`src/logic/iow_pkg.sv`:
```
// package for the io safety watchdog: constants and carrier types
package iow_pkg;
  // ------------------------------------------------------------
  // timing
  // ------------------------------------------------------------
  localparam int unsigned CLK_PERIOD_NS     = 20;
  localparam logic [31:0] BITE_NS_RESET     = 32'h3B9ACA00;
  localparam logic [31:0] BITTEN_RESET      = 32'h0;

  // ------------------------------------------------------------
  // carriers
  // ------------------------------------------------------------
  // host access: every transfer passes through the watchdog gate
  typedef struct packed {
    logic        req;
    logic        wr;
    logic [15:0] addr;
    logic [31:0] wdata;
  } iow_host_req_type;

  typedef struct packed {
    logic        ack;
    logic [31:0] rdata;
  } iow_host_rsp_type;
endpackage

```
`src/logic/iow_watchdog.sv`:
```
// io safety watchdog: service timer, bite latch, pin detach and host gate
`timescale 1ns/1ps
// Notes on behaviour
// - bite releases all pins to pulled-up inputs
// - bitten state blocks all host data exchange
// - bite touches pins and host link only; modules keep running
// - clearing bite restores host link and pins
// - bitten flag readable; host writes zero clears
// - timeout is 32-bit nanoseconds, read/write
// - timeout starts at one second
// - bite when elapsed time exceeds timeout; the timer idles from reset until a service or clear loads it
// - service reloads the full timeout period
module iow_watchdog
  import iow_pkg::*;
#(
  parameter int unsigned PIN_COUNT = 72
) (
  // clock and reset
  input  wire logic                 clk_sys,
  input  wire logic                 rst,
  // watchdog control from the host driver
  input  wire logic                 pet_pulse,
  input  wire logic                 timeout_wr,
  input  wire logic [31:0]          timeout_wdata,
  input  wire logic                 bitten_wr,
  input  wire logic                 bitten_wdata,
  output logic      [31:0]          bite_interval_nanos,
  output logic                      bitten,
  // host data path, gated by the watchdog
  input  wire iow_host_req_type     host_req,
  output iow_host_rsp_type          host_rsp,
  output iow_host_req_type          core_req,
  input  wire iow_host_rsp_type     core_rsp,
  // pins: function side and board side
  input  wire logic [PIN_COUNT-1:0] func_out,
  input  wire logic [PIN_COUNT-1:0] func_oe,
  output logic      [PIN_COUNT-1:0] func_in,
  output logic      [PIN_COUNT-1:0] pin_out,
  output logic      [PIN_COUNT-1:0] pin_oe,
  output logic      [PIN_COUNT-1:0] pin_pullup_en,
  input  wire logic [PIN_COUNT-1:0] pin_in
);

  // ------------------------------------------------------------
  // registers
  // ------------------------------------------------------------
  logic [31:0]          interval_r, interval_nxt;
  logic [31:0]          count_r,    count_nxt;
  logic                 bitten_r,   bitten_nxt;
  logic [PIN_COUNT-1:0] pin_s1_r,   pin_s1_nxt;
  logic [PIN_COUNT-1:0] pin_s2_r,   pin_s2_nxt;
  logic [31:0]          reload_cycles;
  logic                 expire;
  logic                 clear_req;

  // ------------------------------------------------------------
  // timeout register
  // ------------------------------------------------------------
  always_comb begin
    interval_nxt = interval_r;
    if (timeout_wr) begin
      interval_nxt = timeout_wdata;
    end
  end

  always_ff @(posedge clk_sys or posedge rst) begin
    if (rst) begin
      interval_r <= BITE_NS_RESET;
    end else begin
      interval_r <= interval_nxt;
    end
  end

  // ------------------------------------------------------------
  // service timer
  // ------------------------------------------------------------
  // whole periods plus one, so the bite lands only once the elapsed time
  // is strictly past the timeout; the quotient leaves room for the +1
  always_comb begin
    reload_cycles = (interval_r / 32'(CLK_PERIOD_NS)) + 32'h1;
  end

  always_comb begin
    expire    = !pet_pulse && (count_r == 32'h1);
    clear_req = bitten_wr && !bitten_wdata && bitten_r;
  end

  // timer idles at zero until the first service or a clear
  always_comb begin
    count_nxt = count_r;
    if (pet_pulse || clear_req) begin
      count_nxt = reload_cycles;
    end else if (count_r != 32'h0) begin
      count_nxt = count_r - 32'h1;
    end
  end

  always_ff @(posedge clk_sys or posedge rst) begin
    if (rst) begin
      count_r <= 32'h0;
    end else begin
      count_r <= count_nxt;
    end
  end

  // ------------------------------------------------------------
  // bite flag
  // ------------------------------------------------------------
  always_comb begin
    bitten_nxt = bitten_r;
    if (clear_req) begin
      bitten_nxt = 1'b0;
    end
    if (bitten_wr && bitten_wdata) begin
      bitten_nxt = 1'b1;
    end
    // a bite wins over a clear landing in the same cycle
    if (expire) begin
      bitten_nxt = 1'b1;
    end
  end

  always_ff @(posedge clk_sys or posedge rst) begin
    if (rst) begin
      bitten_r <= BITTEN_RESET[0];
    end else begin
      bitten_r <= bitten_nxt;
    end
  end

  // ------------------------------------------------------------
  // pin input synchroniser
  // ------------------------------------------------------------
  // board pins are asynchronous; only the second flop feeds the modules
  always_comb begin
    pin_s1_nxt = pin_in;
    pin_s2_nxt = pin_s1_r;
  end

  always_ff @(posedge clk_sys or posedge rst) begin
    if (rst) begin
      pin_s1_r <= '0;
      pin_s2_r <= '0;
    end else begin
      pin_s1_r <= pin_s1_nxt;
      pin_s2_r <= pin_s2_nxt;
    end
  end

  // ------------------------------------------------------------
  // outputs
  // ------------------------------------------------------------
  // while bitten the pins float high and the host sees nothing;
  // function modules keep their own state untouched
  always_comb begin
    bite_interval_nanos = interval_r;
    bitten              = bitten_r;
    pin_out             = bitten_r ? '0 : func_out;
    pin_oe              = bitten_r ? '0 : func_oe;
    pin_pullup_en       = {PIN_COUNT{bitten_r}};
    func_in             = pin_s2_r;
    core_req            = host_req;
    core_req.req        = host_req.req & ~bitten_r;
    host_rsp.ack        = core_rsp.ack & ~bitten_r;
    host_rsp.rdata      = bitten_r ? 32'h0 : core_rsp.rdata;
  end

  // ------------------------------------------------------------
  // checks
  // ------------------------------------------------------------
  AST_PINS_RELEASED: assert property (@(posedge clk_sys) disable iff (rst)
    bitten |-> (pin_oe == '0 && pin_pullup_en == '1))
    else $error("pins driven while bitten");
  AST_HOST_BLOCKED: assert property (@(posedge clk_sys) disable iff (rst)
    bitten |-> (!core_req.req && !host_rsp.ack))
    else $error("host traffic while bitten");
  AST_PINS_PASS: assert property (@(posedge clk_sys) disable iff (rst)
    !bitten |-> (pin_oe == func_oe && pin_out == func_out))
    else $error("pins not restored");
  AST_CLEAR: assert property (@(posedge clk_sys) disable iff (rst)
    (bitten && bitten_wr && !bitten_wdata && !(count_r == 32'h1 && !pet_pulse))
      |=> !bitten)
    else $error("bitten flag not cleared");
  AST_TIMEOUT_WR: assert property (@(posedge clk_sys) disable iff (rst)
    timeout_wr |=> bite_interval_nanos == $past(timeout_wdata))
    else $error("timeout write lost");
  AST_BITE: assert property (@(posedge clk_sys) disable iff (rst)
    (count_r == 32'h1 && !pet_pulse) |=> bitten)
    else $error("expiry did not bite");
  AST_RELOAD: assert property (@(posedge clk_sys) disable iff (rst)
    pet_pulse |=> count_r == $past(reload_cycles))
    else $error("service did not reload");
  AST_COUNT: assert property (@(posedge clk_sys) disable iff (rst)
    (!pet_pulse && !bitten_wr && count_r > 32'h1) |=> count_r == $past(count_r) - 32'h1)
    else $error("timer not counting");
  AST_NO_EARLY: assert property (@(posedge clk_sys) disable iff (rst)
    (!bitten && count_r > 32'h1) |=> !bitten || $past(bitten_wr && bitten_wdata))
    else $error("bite before expiry");

  AST_IDLE: assert property (@(posedge clk_sys) disable iff (rst)
    (count_r == 32'h0 && !pet_pulse && !clear_req) |=> count_r == 32'h0)
    else $error("idle timer moved");

  AST_FORCE: assert property (@(posedge clk_sys) disable iff (rst)
    (bitten_wr && bitten_wdata) |=> bitten)
    else $error("forced bite lost");

  AST_SYNC: assert property (@(posedge clk_sys) disable iff (rst)
    1'b1 |=> func_in == $past(pin_s1_r))
    else $error("pin input not synchronised");

  AST_RESTORE: assert property (@(posedge clk_sys) disable iff (rst)
    $fell(bitten) |-> (core_req.req == host_req.req && host_rsp.ack == core_rsp.ack))
    else $error("host link not restored");

  AST_HOLD: assert property (@(posedge clk_sys) disable iff (rst)
    !timeout_wr |=> $stable(bite_interval_nanos))
    else $error("timeout changed without write");

endmodule // iow_watchdog

```
`config.mk`:
```
export PLATFORM = sky130hd
export DESIGN_NAME = iow_watchdog
export DESIGN_NICKNAME = d
export VERILOG_FILES = /design/src/logic/iow_pkg.sv /design/src/logic/iow_watchdog.sv
export SDC_FILE = /design/constraint.sdc
export NUM_CORES = 1
export LEC_CHECK = 0
export CAP_MARGIN = 20
export CORE_AREA = 2 2 292 294
export CTS_CLUSTER_DIAMETER = 30
export DETAILED_ROUTE_END_ITERATION = 8
export DIE_AREA = 0 0 294 296
export DONT_BUFFER_PORTS = 1
export GPL_TIMING_DRIVEN = 0
export PLACE_DENSITY_LB_ADDON = 0.3
export SETUP_SLACK_MARGIN = 0.1
export SYNTH_ARGS = -nofsm -noshare
export SYNTH_HDL_FRONTEND = slang
export SYNTH_SLANG_ARGS = --single-unit
```
`constraint.sdc`:
```
create_clock -name clk_sys -period 12.5 [get_ports clk_sys]
set_input_delay 1.875 -clock clk_sys [delete_from_list [all_inputs] [get_ports clk_sys]]
set_output_delay 1.875 -clock clk_sys [all_outputs]
set_load 0.005 [all_outputs]
```
# Yosys cells after proc, flatten, opt, wreduce, memory -nomap -nowiden
# Cells that the tools add are included.
op_classes:
  n_eq_ne: 1
  div_mod_pow: 1
  muxes: 8
  bitwise: 3
  n_reduce_logical: 10
  addsub: 2
op_table:
  columns: ["operator", "count"]
  rows:
  - ["$mux W72", 2]
  - ["$mux W32", 3]
  - ["$add A32 B1 Y32 const B", 1]
  - ["$div A32 B5 Y32 const B", 1]
  - ["$eq A32 B1 Y1 const B", 1]
  - ["$reduce_bool A32 Y1", 1]
  - ["$sub A32 B1 Y32 const B", 1]
  - ["$logic_and A1 B1 Y1", 4]
  - ["$mux W1", 3]
  - ["$reduce_bool A3 Y1", 1]
  - ["$and A1 B1 Y1", 2]
  - ["$logic_not A1 Y1", 2]
  - ["$reduce_bool A2 Y1", 1]
  - ["$logic_or A1 B1 Y1", 1]
  - ["$not A1 Y1", 1]
totals:
  output_inout_bits: 404
  elab_cells: 30
  ff_bits: 209
  inputBits: 337

# Longest topological paths before layout
logic_depth:
  depth_word: 6
  ltp_mapped: 41
  depth_no_buf: 33

# Worst setup path after synthesis
# OpenSTA, ideal clock, no wires.
synth_path:
  path_type: "register to register"
  startpoint: "reg interval_r[27] (netlist: bite_interval_nanos[27])"
  endpoint: "reg count_r[10]"
  setup_time_ns: 0.083
  synth_period_minus_slack_ns: 8.858
  n_path_buf: 4
  setup_slack_ns: 3.642
  required_time_ns: 12.417
  path_stages_with_launch: 38
  arrival_ns: 8.774
  cell_sequence: "dfstp_2 -> buf_2 -> buf_4 -> nor3b_2 -> o31ai_1 -> and2_1 -> o211ai_1 -> mux4_2 -> and2_1 -> a21oi_1 -> mux2_2 -> o21ai_4 -> o31ai_1 -> nor4_2 -> nor2_1 -> buf_4 -> xnor2_1 -> a32o_1 -> [2 not listed] -> a221o_1 -> a21boi_2 -> a221o_1 -> a31oi_4 -> and2_1 -> buf_2 -> o21ai_1 -> a2111o_1 -> and2_1 -> a32o_1 -> nor3b_1 -> mux2i_1 -> mux2_2 -> ha_1 -> nand3_1 -> or3b_1 -> xor2_1 -> o22ai_1"
synth_between:
  elab_chain_len: 3
synth_lines:
  columns: ["element", "line_no", "source"]
  rows:
  - ["start: declaration", "iow_watchdog.sv:47", "logic [31:0] interval_r, interval_nxt;"]
  - ["start signal: assignment", "iow_watchdog.sv:70", "interval_r <= interval_nxt;"]
  - ["$div A32 B5 Y32", "iow_watchdog.sv:80", "reload_cycles = (interval_r / 32'(CLK_PERIOD_NS)) + 32'h1;"]
  - ["$add A32 B1 Y32", "iow_watchdog.sv:80", null]
  - ["$mux W32", "iow_watchdog.sv:91", "if (pet_pulse || clear_req) begin"]
  - ["end signal: assignment", "iow_watchdog.sv:102", "count_r <= count_nxt;"]
  - ["end: declaration", "iow_watchdog.sv:48", "logic [31:0] count_r, count_nxt;"]
# No other way between the ends.
# A chain may end at the register's enable or synchronous reset.

# Worst setup path in the final report
layout_path:
  startpoint: "reg interval_r[27] (netlist: bite_interval_nanos[27])"
  endpoint: "reg count_r[22]"
# Same word-level chain as after synthesis.

==> out/metrics.csv <==
stage;metric;value;unit
run_status;status;completed;
min_path;hold_depth;0;
route;wl;74700;um
finish;area_growth_syn_to_layout;23.2;%
clock_tree;cts_sinks;209;
sta;hold_viol_final;0;
min_path;hp-start;pin_s1_r[53];
finish;fillers;9269;
worst_setup_path;r2r-end;count_r[22];
finish;multi_input_area;0.00677;mm2
worst_setup_path;reg2reg_slack;1.49;ns
route;ant_nets;0;
worst_setup_path;worst-r2r-cell-count;36;
global_routing;grt_pass1_vias;11785;
global_routing;grt_most_used_layer;met2;
finish;drive_above_1_share;20.9;%
route;vias_per_cell;4.50;
pwr;power.density;194;mW/mm2
min_path;min_path_type;reg -> reg;
sta;worstMarginPinSlew;1.09;ns
global_routing;grt_max_degree;110;
clock_tree;htreeDepth;2;
clock_tree;clk_latency;0.56;ns
sta;fin_ws;1.49;ns
global_routing;use_met2;29.0;%
worst_setup_path;critPathKind;reg -> reg;
synth;synth-simple-area-share;24.1;%
worst_setup_path;worstPathMaxFanout;10;
global_routing;antenna_found_initial;64;
synth;ys.warnings.count;0;
worst_setup_path;reg2reg_from;bite_interval_nanos[27];
finish;layout_common_cells;dfrtp_1, nor2b_1, buf_4;
synth;synth.net_count;1833;
synth;ys_ff_latch;209;
synth;synthArstFlopShare;100;%
synth;muxShareOfSynthArea;1.61;%
sta;tns;0;ns
synth;synth_ff_type;dfrtp_1;
floorplan;rows;107;
global_routing;met1_usage;16.3;%
worst_setup_path;cp.required;12.90;ns
clock_tree;ctsRootBufferMaster;clkbuf_16;
worst_setup_path;crit_path_max_incr_delay;0.62;ns
clock_tree;worst_setup_hold_path_clk_slew;0.05;ns
global_routing;overflow;0;
finish;regArea;0.00525;mm2
worst_setup_path;end_kind;register;
clock_tree;cts_hold_buf;0;
synth;synth_fa_ha_area_share;0.658;%
synth;synth_edf_count;0;
route;first_iter_violations;692;
floorplan;dieHeight;296;um
min_path;hold_end;func_in[53];
route;vias;12245;
sta;layout_min_cycle_time;11.01;ns
sta;clock_skew;0.0134;ns
clock_tree;post_cts_resized;0;
finish;final_common_cell;dfrtp_1;
placement;io_buffers;0;
floorplan;die_w;294;um
worst_setup_path;cpMostUsedCell;mux2_2;
synth;synthXorXnorAreaFrac;2.86;%
route;drt_pass1_iterations;5;
finish;postLayoutCellArea;0.0166;mm2
finish;nets;1891;
job;max_cap_viol_count;0;
worst_setup_path;crit_slowest_cell;dfstp_2;
sta;slew_headroom;27.5;%
synth;synth_area;0.0135;mm2
synth;synthCells;1493;
synth;synth_top_family_by_area;simple AND/OR/NAND/NOR gates;
floorplan;start_util;16.0;%
floorplan;core_area;0.0842;mm2
floorplan;design.die.area;0.0870;mm2
pwr;irDropWorstVdd;0.000118;V
worst_setup_path;arrival;11.41;ns
sta;setup_viol;0;
sta;rsz0062_at_grt;false;
clock_tree;cts_buffers;45;
placement;dp_hpwl;63000;um
pwr;power;3.23;mW
global_routing;grtUsageTotal;16.2;%
synth;yosysSeqAreaShare;38.9;%
floorplan;io_pins;741;
global_routing;grt_pass1_wl;98500;um
synth;synth.avg_cell_area;9.04;um2
placement;dpl_cell_area;0.0150;mm2
clock_tree;clk_path_buf_depth;3;
worst_setup_path;cp-start-kind;register;
route;wl_per_cell;27.5;um
sta;slew_viol_final;0;
pwr;p_leak;6.28;nW
sta;final.period_utilization;88.1;%
placement;place_ws;1.64;ns
synth;synth_compound_area_share;20.9;%
route;route.detailed.drc;0;
placement;gp_congestion;0.972;
clock_tree;post-cts-setup-buffers;0;
global_routing;grt.met3_usage;6.88;%
sta;max_freq;90.8;MHz
clock_tree;cts_tree;yes;
synth;synth_cell_types;116;
[critical path: cells and delay by family (launching register included)]
kind | cells | cell delay [ns]
DFF | 1 | 0.62
xor gates and xnor gates | 1 | 0.17
muxes | 3 | 1.03
AOI/OAI and AO/OA | 18 | 4.57
and+or+nand+nor | 10 | 3.54
adders and majority gates | 1 | 0.23
buffers and inverters | 3 | 0.68
[cell families (layout without fill, tap and decap cells)]
| family | count (synthesis) | in the layout |
|---|---|---|
| and+or+nand+nor | 599 | 599 |
| AOI/OAI and AO/OA | 368 | 368 |
| buffers and inverters | 246 | 338 |
| DFF | 209 | 209 |
| xor gates and xnor gates | 44 | 44 |
| muxes | 19 | 19 |
| adders and majority gates | 8 | 8 |
| other | 0 | 44 |
[registers in the layout, indices dropped and copies added, names as in the netlist]
name	cells
func_in	72
pin_s1_r	72
bite_interval_nanos	32
count_r	32
bitten	1
[Yosys cell counts (all sizes together) (7+ instances only)]
cell | instances | area [um2]
dfrtp | 196 | 4900
nor2b | 180 | 1130
buf | 153 | 1130
nand2 | 123 | 479
nor2 | 101 | 384
o21ai | 87 | 447
clkbuf | 63 | 236
nand3 | 51 | 265
a21oi | 40 | 211
nor3 | 39 | 205
inv | 27 | 101
o211ai | 25 | 188
xnor2 | 25 | 219
a211oi | 22 | 185
o22ai | 22 | 150
a31oi | 19 | 134
xor2 | 19 | 166
nor4 | 16 | 143
and2 | 14 | 90.1
dfstp | 13 | 342
a2111oi | 12 | 179
mux2 | 12 | 135
nand4 | 12 | 75.1
o31ai | 12 | 105
a21o | 9 | 67.6
and3 | 9 | 61.3
o2111ai | 9 | 91.3
a211o | 8 | 71.3
o221ai | 8 | 70.1
or2 | 8 | 50.0
a221o | 7 | 70.1
a221oi | 7 | 67.6
or3 | 7 | 48.8
[final cells by class]
| class | count | area share (%) |
|---|---|---|
| clock buffers | 51 | 7.16 |
| multi-input cells | 1038 | 40.7 |
| clock inverters | 30 | 1.81 |
| inverters | 30 | 0.723 |
| well taps | 1090 | 8.21 |
| flip-flops and latches | 209 | 31.6 |
| plain buffers | 216 | 8.20 |
| repair buffers | 11 | 0.919 |
| diodes | 44 | 0.663 |
[how the worst max path moves through the flow]
| stage | from | end | slack (ns) |
|---|---|---|---|
| 3_3_place_gp | bite_interval_nanos[27] | count_r[22] | 1.67 |
| 4_1_cts | bite_interval_nanos[27] | count_r[22] | 1.58 |
| 5_1_grt | bite_interval_nanos[27] | count_r[18] | 0.54 |
| 6_report | bite_interval_nanos[27] | count_r[22] | 1.49 |
| 3_5_place_dp | bite_interval_nanos[27] | count_r[22] | 1.64 |
| 2_1_floorplan | bite_interval_nanos[27] | count_r[10] | 3.64 |
[per-layer routing]
metal / part of all wire [%] / up-vias
met2: 52 / 686
met1: 34 / 5946
met5: 0.25 / -
li1: - / 5417
met4: 3.8 / 28
met3: 10 / 168
[stage by stage]
stage / hold slack (ns) / utilization [%] / cells
after floorplan: 0.331 / - / 1493
after global placement: 0.331 / 17.6 / 2583
after detailed placement: 0.336 / 17.8 / 2594
after CTS: 0.343 / 19.6 / 2675
after global routing: 0.349 / 19.7 / 2707
final: 0.343 / 19.7 / 2719
[where the power goes]
group / switching, mW / total (mW) / internal (mW)
Sequential: 0.0805 / 0.836 / 0.756
Combinational: 0.776 / 1.24 / 0.463
Clock: 0.403 / 1.15 / 0.751
(Power assumes the default switching activity.)
